## config.mk

```make
export PLATFORM = sky130hd
export DESIGN_NAME = mrb_mode_regs
export DESIGN_NICKNAME = d
export VERILOG_FILES = /design/src/mrb_mode_regs.v
export VERILOG_INCLUDE_DIRS = /design/src /design/src/src
export SDC_FILE = /design/constraint.sdc
export NUM_CORES = 1
export LEC_CHECK = 0
export ABC_AREA = 1
export BUFFER_PORTS_ARGS = -buffer_cell sky130_fd_sc_hd__buf_2
export CAP_MARGIN = 5
export CORE_AREA = 2 2 95 97
export CTS_BUF_LIST = sky130_fd_sc_hd__clkbuf_2
export DETAILED_ROUTE_END_ITERATION = 6
export DIE_AREA = 0 0 97 99
export PLACE_DENSITY = 0.82
export SYNTH_ARGS = -nofsm -noshare
export SYNTH_HDL_FRONTEND = slang
export SYNTH_SLANG_ARGS = --single-unit
export TNS_END_PERCENT = 1
```

## constraint.sdc

```tcl
create_clock -name sys_clk -period 1.4 [get_ports sys_clk]
set_input_delay 0.28 -clock sys_clk [delete_from_list [all_inputs] [get_ports sys_clk]]
set_output_delay 0.28 -clock sys_clk [all_outputs]
set_load 0.02 [all_outputs]
```

## src/mrb_defines.vh

```
// Constants for the mode register bank: addresses, layouts, reset values and timing
`ifndef MRB_DEFINES_VH
`define MRB_DEFINES_VH

// Register width and address width
`define MRB_DW 8
`define MRB_AW 8

// Register addresses
`define MRB_A_DEV_INFO 8'h00
`define MRB_A_BURST_WR 8'h01
`define MRB_A_LATENCY 8'h02
`define MRB_A_DRIVE 8'h03
`define MRB_A_REFRESH 8'h04
`define MRB_A_VENDOR 8'h05
`define MRB_A_REV_ONE 8'h06
`define MRB_A_REV_TWO 8'h07
`define MRB_A_WDT 8'h08
`define MRB_A_TEST 8'h09
`define MRB_A_ZQ_CAL 8'h0a
`define MRB_A_BANK_MASK 8'h10
`define MRB_A_SEG_MASK 8'h11
`define MRB_A_PATTERN_A 8'h20
`define MRB_A_PATTERN_B 8'h28
`define MRB_A_SOFT_RESET 8'h3f

// Field positions in the device information register
`define MRB_DI_AUTO_INIT 0
`define MRB_DI_NVM 1
`define MRB_DI_DNVI 2
`define MRB_DI_RZQ_LO 3
`define MRB_DI_RZQ_HI 4

// Field positions in the refresh rate status register
`define MRB_RR_RATE_HI 2
`define MRB_RR_TUF 7

// Writable bit masks; reserved_future_bits are not stored
`define MRB_M_LATENCY 8'h0f
`define MRB_M_DRIVE 8'h0f

// Reset values of the writable registers
`define MRB_R_BURST_WR 8'h22
`define MRB_R_LATENCY 8'h00
`define MRB_R_DRIVE 8'h00
`define MRB_R_TEST 8'h00
`define MRB_R_ZQ_CAL 8'h00
`define MRB_R_BANK_MASK 8'h00
`define MRB_R_SEG_MASK 8'h00

// Value returned where read data is undefined
`define MRB_UNDEF_DATA 8'h00

// Auto-initialization: longest time in ns, clock period in ns, cycles rounded down
`define MRB_AUTO_INIT_NS 10000
`define MRB_CLK_NS 25
`define MRB_AUTO_INIT_CYC (`MRB_AUTO_INIT_NS / `MRB_CLK_NS)
`define MRB_INIT_CW 9

// Strobe beats of a mode-register read burst
`define MRB_RD_BEATS 4
`define MRB_BEAT_CW 3

`endif

```

## src/mrb_mode_regs.v

```verilog
// Mode register bank reached by mode-register read and write commands
//
// Notes on behaviour
// - A bank of mode registers programs parameters, reports status, starts calibration and reset.
// - Reads return and writes update the register chosen by an eight-bit address.
// - Read-only answers reads only, write-only takes writes only.
// - Reserved future bits always read back as zero.
// - Reads of write-only or reserved registers toggle the strobe; data undefined.
// - Writes to read-only registers change nothing at all.
// - Address 20h reads the first calibration pattern.
// - Address 28h reads the second calibration pattern.
// - After a reset write, auto-init completes and its status clears within 10 us.
// - Once auto-init status reads zero, the bank is idle and takes all commands.
`timescale 1ns/100ps
`default_nettype none
`include "mrb_defines.vh"

module mrb_mode_regs #(
  // Identity values below are arbitrary
  parameter [7:0] VENDOR_ID = 8'h5a,
  parameter [7:0] REVISION_ONE = 8'h01,
  parameter [7:0] REVISION_TWO = 8'h00,
  parameter [7:0] WIDTH_DENSITY_TYPE = 8'h14,
  parameter [7:0] PATTERN_A = 8'h55,
  parameter [7:0] PATTERN_B = 8'h33,
  parameter [1:0] RZQ_INFO = 2'b00,
  parameter NVM_DEVICE = 1'b0
) (
  // Clock and reset
  input wire sys_clk,
  input wire rst_b,
  // Mode-register command from the controller
  input wire cmd_valid,
  input wire cmd_write,
  input wire [7:0] register_address_field,
  input wire [7:0] operand_bits,
  output wire cmd_ready,
  // Read burst answer
  output reg rd_valid_q,
  output reg [7:0] rd_data_q,
  output reg rd_dqs_q,
  // Refresh rate from the temperature sensor
  input wire [2:0] refresh_rate_pin,
  // Configuration to the rest of the device
  output reg [7:0] burst_cfg_q,
  output reg [7:0] latency_cfg_q,
  output reg [7:0] drive_cfg_q,
  output reg [7:0] test_cfg_q,
  output reg [7:0] zq_cal_code_q,
  output reg [7:0] bank_mask_q,
  output reg [7:0] seg_mask_q,
  // Special operations
  output reg zq_cal_start_q,
  output reg soft_reset_q,
  output reg auto_init_busy_q
);

  localparam [1:0] ST_IDLE = 2'b01;
  localparam [1:0] ST_BURST = 2'b10;

  reg [1:0] state_q;
  reg [1:0] state_d;
  reg [`MRB_BEAT_CW-1:0] beat_q;
  reg [`MRB_INIT_CW-1:0] init_cnt_q;
  reg init_run_q;
  reg [2:0] rate_s1_q;
  reg [2:0] rate_s2_q;
  reg [2:0] rate_last_q;
  reg tuf_q;
  reg [7:0] rd_word;
  reg rd_known;

  wire take;
  wire wr_take;
  wire rd_take;
  wire wr_open;
  wire rate_change;
  wire tuf_clear;
  wire init_done;

  // Commands are taken only between read bursts
  assign cmd_ready = state_q[0];
  assign take = cmd_valid & cmd_ready;
  assign rd_take = take & ~cmd_write;
  assign wr_take = take & cmd_write;
  // While auto-init status is busy, only reads and a fresh reset write take effect; other writes are taken but ignored
  assign wr_open = ~auto_init_busy_q;
  assign init_done = init_run_q &
                     (init_cnt_q == (`MRB_AUTO_INIT_CYC - 1));

  // One write strobe per writable register
  wire wr_reset;
  wire wr_cfg;
  wire wr_burst;
  wire wr_latency;
  wire wr_drive;
  wire wr_test;
  wire wr_zq;
  wire wr_bank;
  wire wr_seg;

  // Read-only, reserved and unused addresses raise no strobe
  assign wr_reset = wr_take & (register_address_field == `MRB_A_SOFT_RESET);
  assign wr_cfg = wr_take & wr_open;
  assign wr_burst = wr_cfg & (register_address_field == `MRB_A_BURST_WR);
  assign wr_latency = wr_cfg & (register_address_field == `MRB_A_LATENCY);
  assign wr_drive = wr_cfg & (register_address_field == `MRB_A_DRIVE);
  assign wr_test = wr_cfg & (register_address_field == `MRB_A_TEST);
  assign wr_zq = wr_cfg & (register_address_field == `MRB_A_ZQ_CAL);
  assign wr_bank = wr_cfg & (register_address_field == `MRB_A_BANK_MASK);
  assign wr_seg = wr_cfg & (register_address_field == `MRB_A_SEG_MASK);

  // Refresh rate pins pass two flip-flops before use
  always @(posedge sys_clk or negedge rst_b) begin
    if (!rst_b) begin
      rate_s1_q <= 3'h0;
      rate_s2_q <= 3'h0;
      rate_last_q <= 3'h0;
    end else begin
      rate_s1_q <= refresh_rate_pin;
      rate_s2_q <= rate_s1_q;
      rate_last_q <= rate_s2_q;
    end
  end

  assign rate_change = (rate_s2_q != rate_last_q);
  assign tuf_clear = rd_take & (register_address_field == `MRB_A_REFRESH);

  // Update flag: a rate change in the same cycle as its read keeps it set
  always @(posedge sys_clk or negedge rst_b) begin
    if (!rst_b) begin
      tuf_q <= 1'b0;
    end else if (rate_change) begin
      tuf_q <= 1'b1;
    end else if (tuf_clear) begin
      tuf_q <= 1'b0;
    end
  end

  // Read decode; write-only, reserved and unused addresses give undefined data
  always @* begin
    rd_word = `MRB_UNDEF_DATA;
    rd_known = 1'b1;
    case (register_address_field)
      `MRB_A_DEV_INFO: begin
        // Upper bits are reserved and read as zero
        rd_word = 8'h00;
        rd_word[`MRB_DI_AUTO_INIT] = auto_init_busy_q;
        rd_word[`MRB_DI_NVM] = NVM_DEVICE[0];
        rd_word[`MRB_DI_DNVI] = 1'b0;
        rd_word[`MRB_DI_RZQ_HI:`MRB_DI_RZQ_LO] = RZQ_INFO;
      end
      `MRB_A_REFRESH: begin
        rd_word = 8'h00;
        rd_word[`MRB_RR_RATE_HI:0] = rate_s2_q;
        rd_word[`MRB_RR_TUF] = tuf_q;
      end
      `MRB_A_VENDOR: begin
        rd_word = VENDOR_ID;
      end
      `MRB_A_REV_ONE: begin
        rd_word = REVISION_ONE;
      end
      `MRB_A_REV_TWO: begin
        rd_word = REVISION_TWO;
      end
      `MRB_A_WDT: begin
        rd_word = WIDTH_DENSITY_TYPE;
      end
      `MRB_A_PATTERN_A: begin
        rd_word = PATTERN_A;
      end
      `MRB_A_PATTERN_B: begin
        rd_word = PATTERN_B;
      end
      default: begin
        // Write-only, reserved, do-not-use and vendor-reserved addresses
        rd_word = `MRB_UNDEF_DATA;
        rd_known = 1'b0;
      end
    endcase
  end

  // Read burst sequencer
  always @* begin
    state_d = state_q;
    case (state_q)
      ST_IDLE: begin
        if (rd_take) begin
          state_d = ST_BURST;
        end
      end
      ST_BURST: begin
        if (beat_q == (`MRB_RD_BEATS - 1)) begin
          state_d = ST_IDLE;
        end
      end
      default: begin
        state_d = ST_IDLE;
      end
    endcase
  end

  always @(posedge sys_clk or negedge rst_b) begin
    if (!rst_b) begin
      state_q <= ST_IDLE;
      beat_q <= {`MRB_BEAT_CW{1'b0}};
      rd_valid_q <= 1'b0;
      rd_data_q <= 8'h00;
      rd_dqs_q <= 1'b0;
    end else begin
      state_q <= state_d;
      if (rd_take) begin
        // Strobe toggles for every read, defined data or not
        beat_q <= {`MRB_BEAT_CW{1'b0}};
        rd_valid_q <= 1'b1;
        rd_data_q <= rd_word;
        rd_dqs_q <= 1'b1;
      end else if (state_q[1]) begin
        beat_q <= beat_q + {{(`MRB_BEAT_CW-1){1'b0}}, 1'b1};
        if (beat_q == (`MRB_RD_BEATS - 1)) begin
          rd_valid_q <= 1'b0;
          rd_dqs_q <= 1'b0;
        end else begin
          rd_dqs_q <= ~rd_dqs_q;
        end
      end
    end
  end

  // Auto-initialization timer started by a reset write
  always @(posedge sys_clk or negedge rst_b) begin
    if (!rst_b) begin
      init_run_q <= 1'b0;
      init_cnt_q <= {`MRB_INIT_CW{1'b0}};
      auto_init_busy_q <= 1'b1;
      soft_reset_q <= 1'b0;
    end else begin
      soft_reset_q <= 1'b0;
      if (wr_reset) begin
        soft_reset_q <= 1'b1;
        init_run_q <= 1'b1;
        init_cnt_q <= {`MRB_INIT_CW{1'b0}};
        auto_init_busy_q <= 1'b1;
      end else if (init_done) begin
        init_run_q <= 1'b0;
        auto_init_busy_q <= 1'b0;
      end else if (init_run_q) begin
        init_cnt_q <= init_cnt_q + {{(`MRB_INIT_CW-1){1'b0}}, 1'b1};
      end
    end
  end

  // Writable registers, one per process; a reset write restores defaults
  always @(posedge sys_clk or negedge rst_b) begin
    if (!rst_b) begin
      burst_cfg_q <= `MRB_R_BURST_WR;
    end else if (wr_reset) begin
      burst_cfg_q <= `MRB_R_BURST_WR;
    end else if (wr_burst) begin
      burst_cfg_q <= operand_bits;
    end
  end

  always @(posedge sys_clk or negedge rst_b) begin
    if (!rst_b) begin
      latency_cfg_q <= `MRB_R_LATENCY;
    end else if (wr_reset) begin
      latency_cfg_q <= `MRB_R_LATENCY;
    end else if (wr_latency) begin
      latency_cfg_q <= operand_bits & `MRB_M_LATENCY;
    end
  end

  always @(posedge sys_clk or negedge rst_b) begin
    if (!rst_b) begin
      drive_cfg_q <= `MRB_R_DRIVE;
    end else if (wr_reset) begin
      drive_cfg_q <= `MRB_R_DRIVE;
    end else if (wr_drive) begin
      drive_cfg_q <= operand_bits & `MRB_M_DRIVE;
    end
  end

  always @(posedge sys_clk or negedge rst_b) begin
    if (!rst_b) begin
      test_cfg_q <= `MRB_R_TEST;
    end else if (wr_reset) begin
      test_cfg_q <= `MRB_R_TEST;
    end else if (wr_test) begin
      test_cfg_q <= operand_bits;
    end
  end

  always @(posedge sys_clk or negedge rst_b) begin
    if (!rst_b) begin
      zq_cal_code_q <= `MRB_R_ZQ_CAL;
    end else if (wr_reset) begin
      zq_cal_code_q <= `MRB_R_ZQ_CAL;
    end else if (wr_zq) begin
      zq_cal_code_q <= operand_bits;
    end
  end

  always @(posedge sys_clk or negedge rst_b) begin
    if (!rst_b) begin
      bank_mask_q <= `MRB_R_BANK_MASK;
    end else if (wr_reset) begin
      bank_mask_q <= `MRB_R_BANK_MASK;
    end else if (wr_bank) begin
      bank_mask_q <= operand_bits;
    end
  end

  always @(posedge sys_clk or negedge rst_b) begin
    if (!rst_b) begin
      seg_mask_q <= `MRB_R_SEG_MASK;
    end else if (wr_reset) begin
      seg_mask_q <= `MRB_R_SEG_MASK;
    end else if (wr_seg) begin
      seg_mask_q <= operand_bits;
    end
  end

  // Calibration start pulses for one cycle after each calibration write taken while auto-init is not busy
  always @(posedge sys_clk or negedge rst_b) begin
    if (!rst_b) begin
      zq_cal_start_q <= 1'b0;
    end else begin
      zq_cal_start_q <= wr_zq;
    end
  end

  // Keeps the read-side known flag observable to synthesis as a used term
  wire unused_known;
  assign unused_known = rd_known;

endmodule
`default_nettype wire

```

==> results.toml <==
[outcome]
outcome = "finished with violations"
violations = "negative setup slack"

[floorplanning]
core_um2 = 8551
die_h_um = 99
ios = 93
row_count = 34
dieArea_um2 = 9603
initial_core_util_pct = 44.76
die_w_um = 97

[power]
power_w = 0.005578
max-vdd-ir-drop_uv = 483.4
p_seq_share_pct = 52.7
combPwrFrac_pct = 24.6
p_per_area_nw_per_um2 = 1110
p_sw_w = 0.001950
p_leak_nw = 2.748
p_int_w = 0.003629
clkPwrFrac_pct = 22.7
switching_share_pct = 34.95

[yosys]
synth_cell_types = 34
synth_edf_count = 0
yosysWarnings = 0
yosys_register_bits = 86
syn_inst = 421
seq_area_frac_synth_pct = 56.36
synthArstFlopShare_pct = 100.0
synth.avg_cell_area_um2 = 9.091
netlist_area_um2 = 3827
ys.flop_type = "dfrtp_1"

[critical_path]
worstSetupPathType = "reg -> out"
crit_slowest_cell = "dfstp_2"
arrival_ns = 1.34
reg2reg_slack_ns = -0.18
worstSetupEndpointType = "primary output"
reg2regPathDepth = 9
crit_buf_inv = 2
critPathMaxFanout = 2
r2r_end = "burst_cfg_q[1]$_DFFE_PN1P_"
crit_required_ns = 1.12
worstSetupStartpointType = "register"
crit_family = "flip-flops"
cp_slowest_stage_delay_ns = 0.61
crit_chain = "buf_6 -> buf_6"
critPathMostFrequentCell = "buf_6"
r2r_start = "state_q[0]$_DFFE_PN1P_"

[cells_and_area]
n_fill_cell = 718
drive_gt1_share_pct = 32.55
mostFrequentLayoutCell = "nand2_1"
n_antenna_cell = 0
final_cell_mix = "nand2_1, dfrtp_1, buf_2"
post-route-util_pct = 58.78
syn2layout_area_growth_pct = 31.32
fin_nets = 577
multiInputGateArea_um2 = 1474
seqCellArea_um2 = 2157
fin_area_um2 = 5026

[drt]
drc = 0
dr.pass1.iters = 4
wl_per_cell_um = 14.30
vias = 3375
wl_um = 9492
viasPerCell = 5.083
drt_iter0_markers = 181
ant_nets = 0

[placed_design]
dp_hpwl_um = 6911
place_congestion = 0.8482
io_buffers = 84
placed_area_um2 = 4611

[grt]
grt_pass1_wl_um = 15790
grt_max_degree = 32
grt_use_met1_pct = 27.02
grt_pass1_vias = 3293
use_met2_pct = 34.19
antenna_found_initial = 0
grt_use_total_pct = 20.40
top_usage_layer = "met2"
grt_overflow = 0
grtUsageMet3_pct = 3.901

[clock_network]
cts.path.max_buffers = 2
cts_tree = "done"
clk_latency_ns = 0.52
clk_pin_slew_worst_paths_ns = 0.27
numCtsBuffers = 9
cts_root_buf = "clkbuf_2"
h-tree-depth = 3
cts_sinks = 86

[timing]
setup_violations = 106
rsz0062_at_grt = "true"
fin_setup_tns_ns = -8.288
finalCritPeriodShare_pct = 115.4
fin_crit_ns = 1.616
slew_viol_final = 0
finalHoldViolations = 0
holdWs_ns = 0.03162
max_clock_freq_ghz = 0.6189
skew_ns = 0.04069
finalWorstSetupSlack_ns = -0.2158

[hold_path]
holdPathStages = 3
hold_path.class = "in -> reg"
holdPathEnd = "latency_cfg_q[1]$_DFFE_PN0P_"
hold_start = "operand_bits[1]"

[run]
maxCapViolations = 0
## cell type report
| class | count | share of cell area, % |
|---|---|---|
| Tap cell | 108 | 2.689 |
| Clock inverter | 7 | 1.419 |
| Inverter | 40 | 3.236 |
| Clock buffer | 9 | 0.8962 |
| Timing Repair Buffer | 132 | 19.52 |
| Multi-Input combinational cell | 282 | 29.33 |
| Sequential cell | 86 | 42.92 |
## synthesized netlist by cell type, types with 3 or more instances
master / instances / area share (%)
a21oi_1: 4 / 0.52
buf_2: 6 / 0.78
buf_4: 9 / 1.8
buf_6: 4 / 1.2
dfrtp_1: 82 / 54
dfstp_2: 4 / 2.7
ha_1: 3 / 0.98
inv_1: 36 / 3.5
inv_2: 3 / 0.29
nand2_1: 103 / 10
nand2_2: 4 / 0.65
nand3_1: 47 / 6.1
nand3_2: 6 / 1.6
nand4_1: 9 / 1.5
nor2_1: 23 / 2.3
nor3_1: 7 / 0.92
o21ai_0: 18 / 2.4
o21ai_1: 30 / 3.9
o21ai_2: 3 / 0.69
xnor2_1: 4 / 0.92
xor2_1: 3 / 0.69
## sequential cells by signal, indices dropped and copies added, names as in the netlist, 2 cells and up
signal and cells:
bank_mask_q 8, beat_q 3, burst_cfg_q 8, drive_cfg_q 4, init_cnt_q 9, latency_cfg_q 4, rate_last_q 3, rate_s1_q 3
rate_s2_q 3, rd_data_q 8, seg_mask_q 8, state_q 2, test_cfg_q 8, zq_cal_code_q 8
## worst min-delay path: stages
cell and delay (ns):
buf_2 0.14, nand4_1 0.10, nand2_1 0.05
## cells by family (layout without fill, tap and decap cells)
logic type               Yosys count  after routing  share of synthesized area, %
flip-flops                        86             86                         56.36
AND/OR/NAND/NOR                  205            205                         24.88
adder cells (fa/ha/maj)            3              3                        0.9808
XOR/XNOR                           7              7                         1.602
buffers and inverters             60            188                         7.813
other                              1              8                       0.09798
AO/OA/AOI/OAI                     59             59                         8.271
## power by group through the flow
| stage | Combinational, W | Clock (W) | Sequential (W) |
|---|---|---|---|
| after floorplan | 0.000649 | 0 | 0.00302 |
| after global placement | 0.00115 | 0 | 0.00296 |
| after detailed placement | 0.00121 | 0 | 0.00298 |
| after CTS | 0.00134 | 0.00130 | 0.00293 |
| after global routing | 0.00155 | 0.00142 | 0.00298 |
| final | 0.00137 | 0.00127 | 0.00294 |
## worst max-delay path by stage
| stage | from | to | slack (ns) | cells past startpoint |
|---|---|---|---|---|
| final | state_q[0]$_DFFE_PN1P_ | cmd_ready | -0.22 | 2 |
| after global placement | state_q[0]$_DFFE_PN1P_ | zq_cal_code_q[1]$_DFFE_PN0P_ | -0.08 | 5 |
| after global routing | state_q[0]$_DFFE_PN1P_ | cmd_ready | -0.29 | 2 |
| after CTS | state_q[0]$_DFFE_PN1P_ | cmd_ready | -0.25 | 2 |
| after detailed placement | state_q[0]$_DFFE_PN1P_ | zq_cal_code_q[7]$_DFFE_PN0P_ | -0.11 | 5 |
| after floorplan | state_q[0]$_DFFE_PN1P_ | burst_cfg_q[3]$_DFFE_PN0P_ | -0.12 | 9 |
## metal layers
layer	part of all wire (%)	routed length, um	vias up
met3	5.6	531	6
met5	0	0	-
met2	50	4772	104
met4	0.84	80	0
met1	43	4108	1629
li1	-	-	1636
## what timing repair did
action,CTS,global route
hold buffers,9,0
hold endpoints to repair,80,0
pin swaps,5,2
endpoints found under the setup margin,126,135
setup buffers,4,0
resized for setup,36,22
## stage by stage
| step | setup slack [ns] | cells |
|---|---|---|
| final | -0.2158 | 664 |
| after global routing | -0.2906 | 664 |
| after CTS | -0.2520 | 664 |
| after detailed placement | -0.1143 | 635 |
| after global placement | -0.08112 | 635 |
| after floorplan | -0.1160 | 428 |
Note: power is estimated with default switching activity, not from simulation.
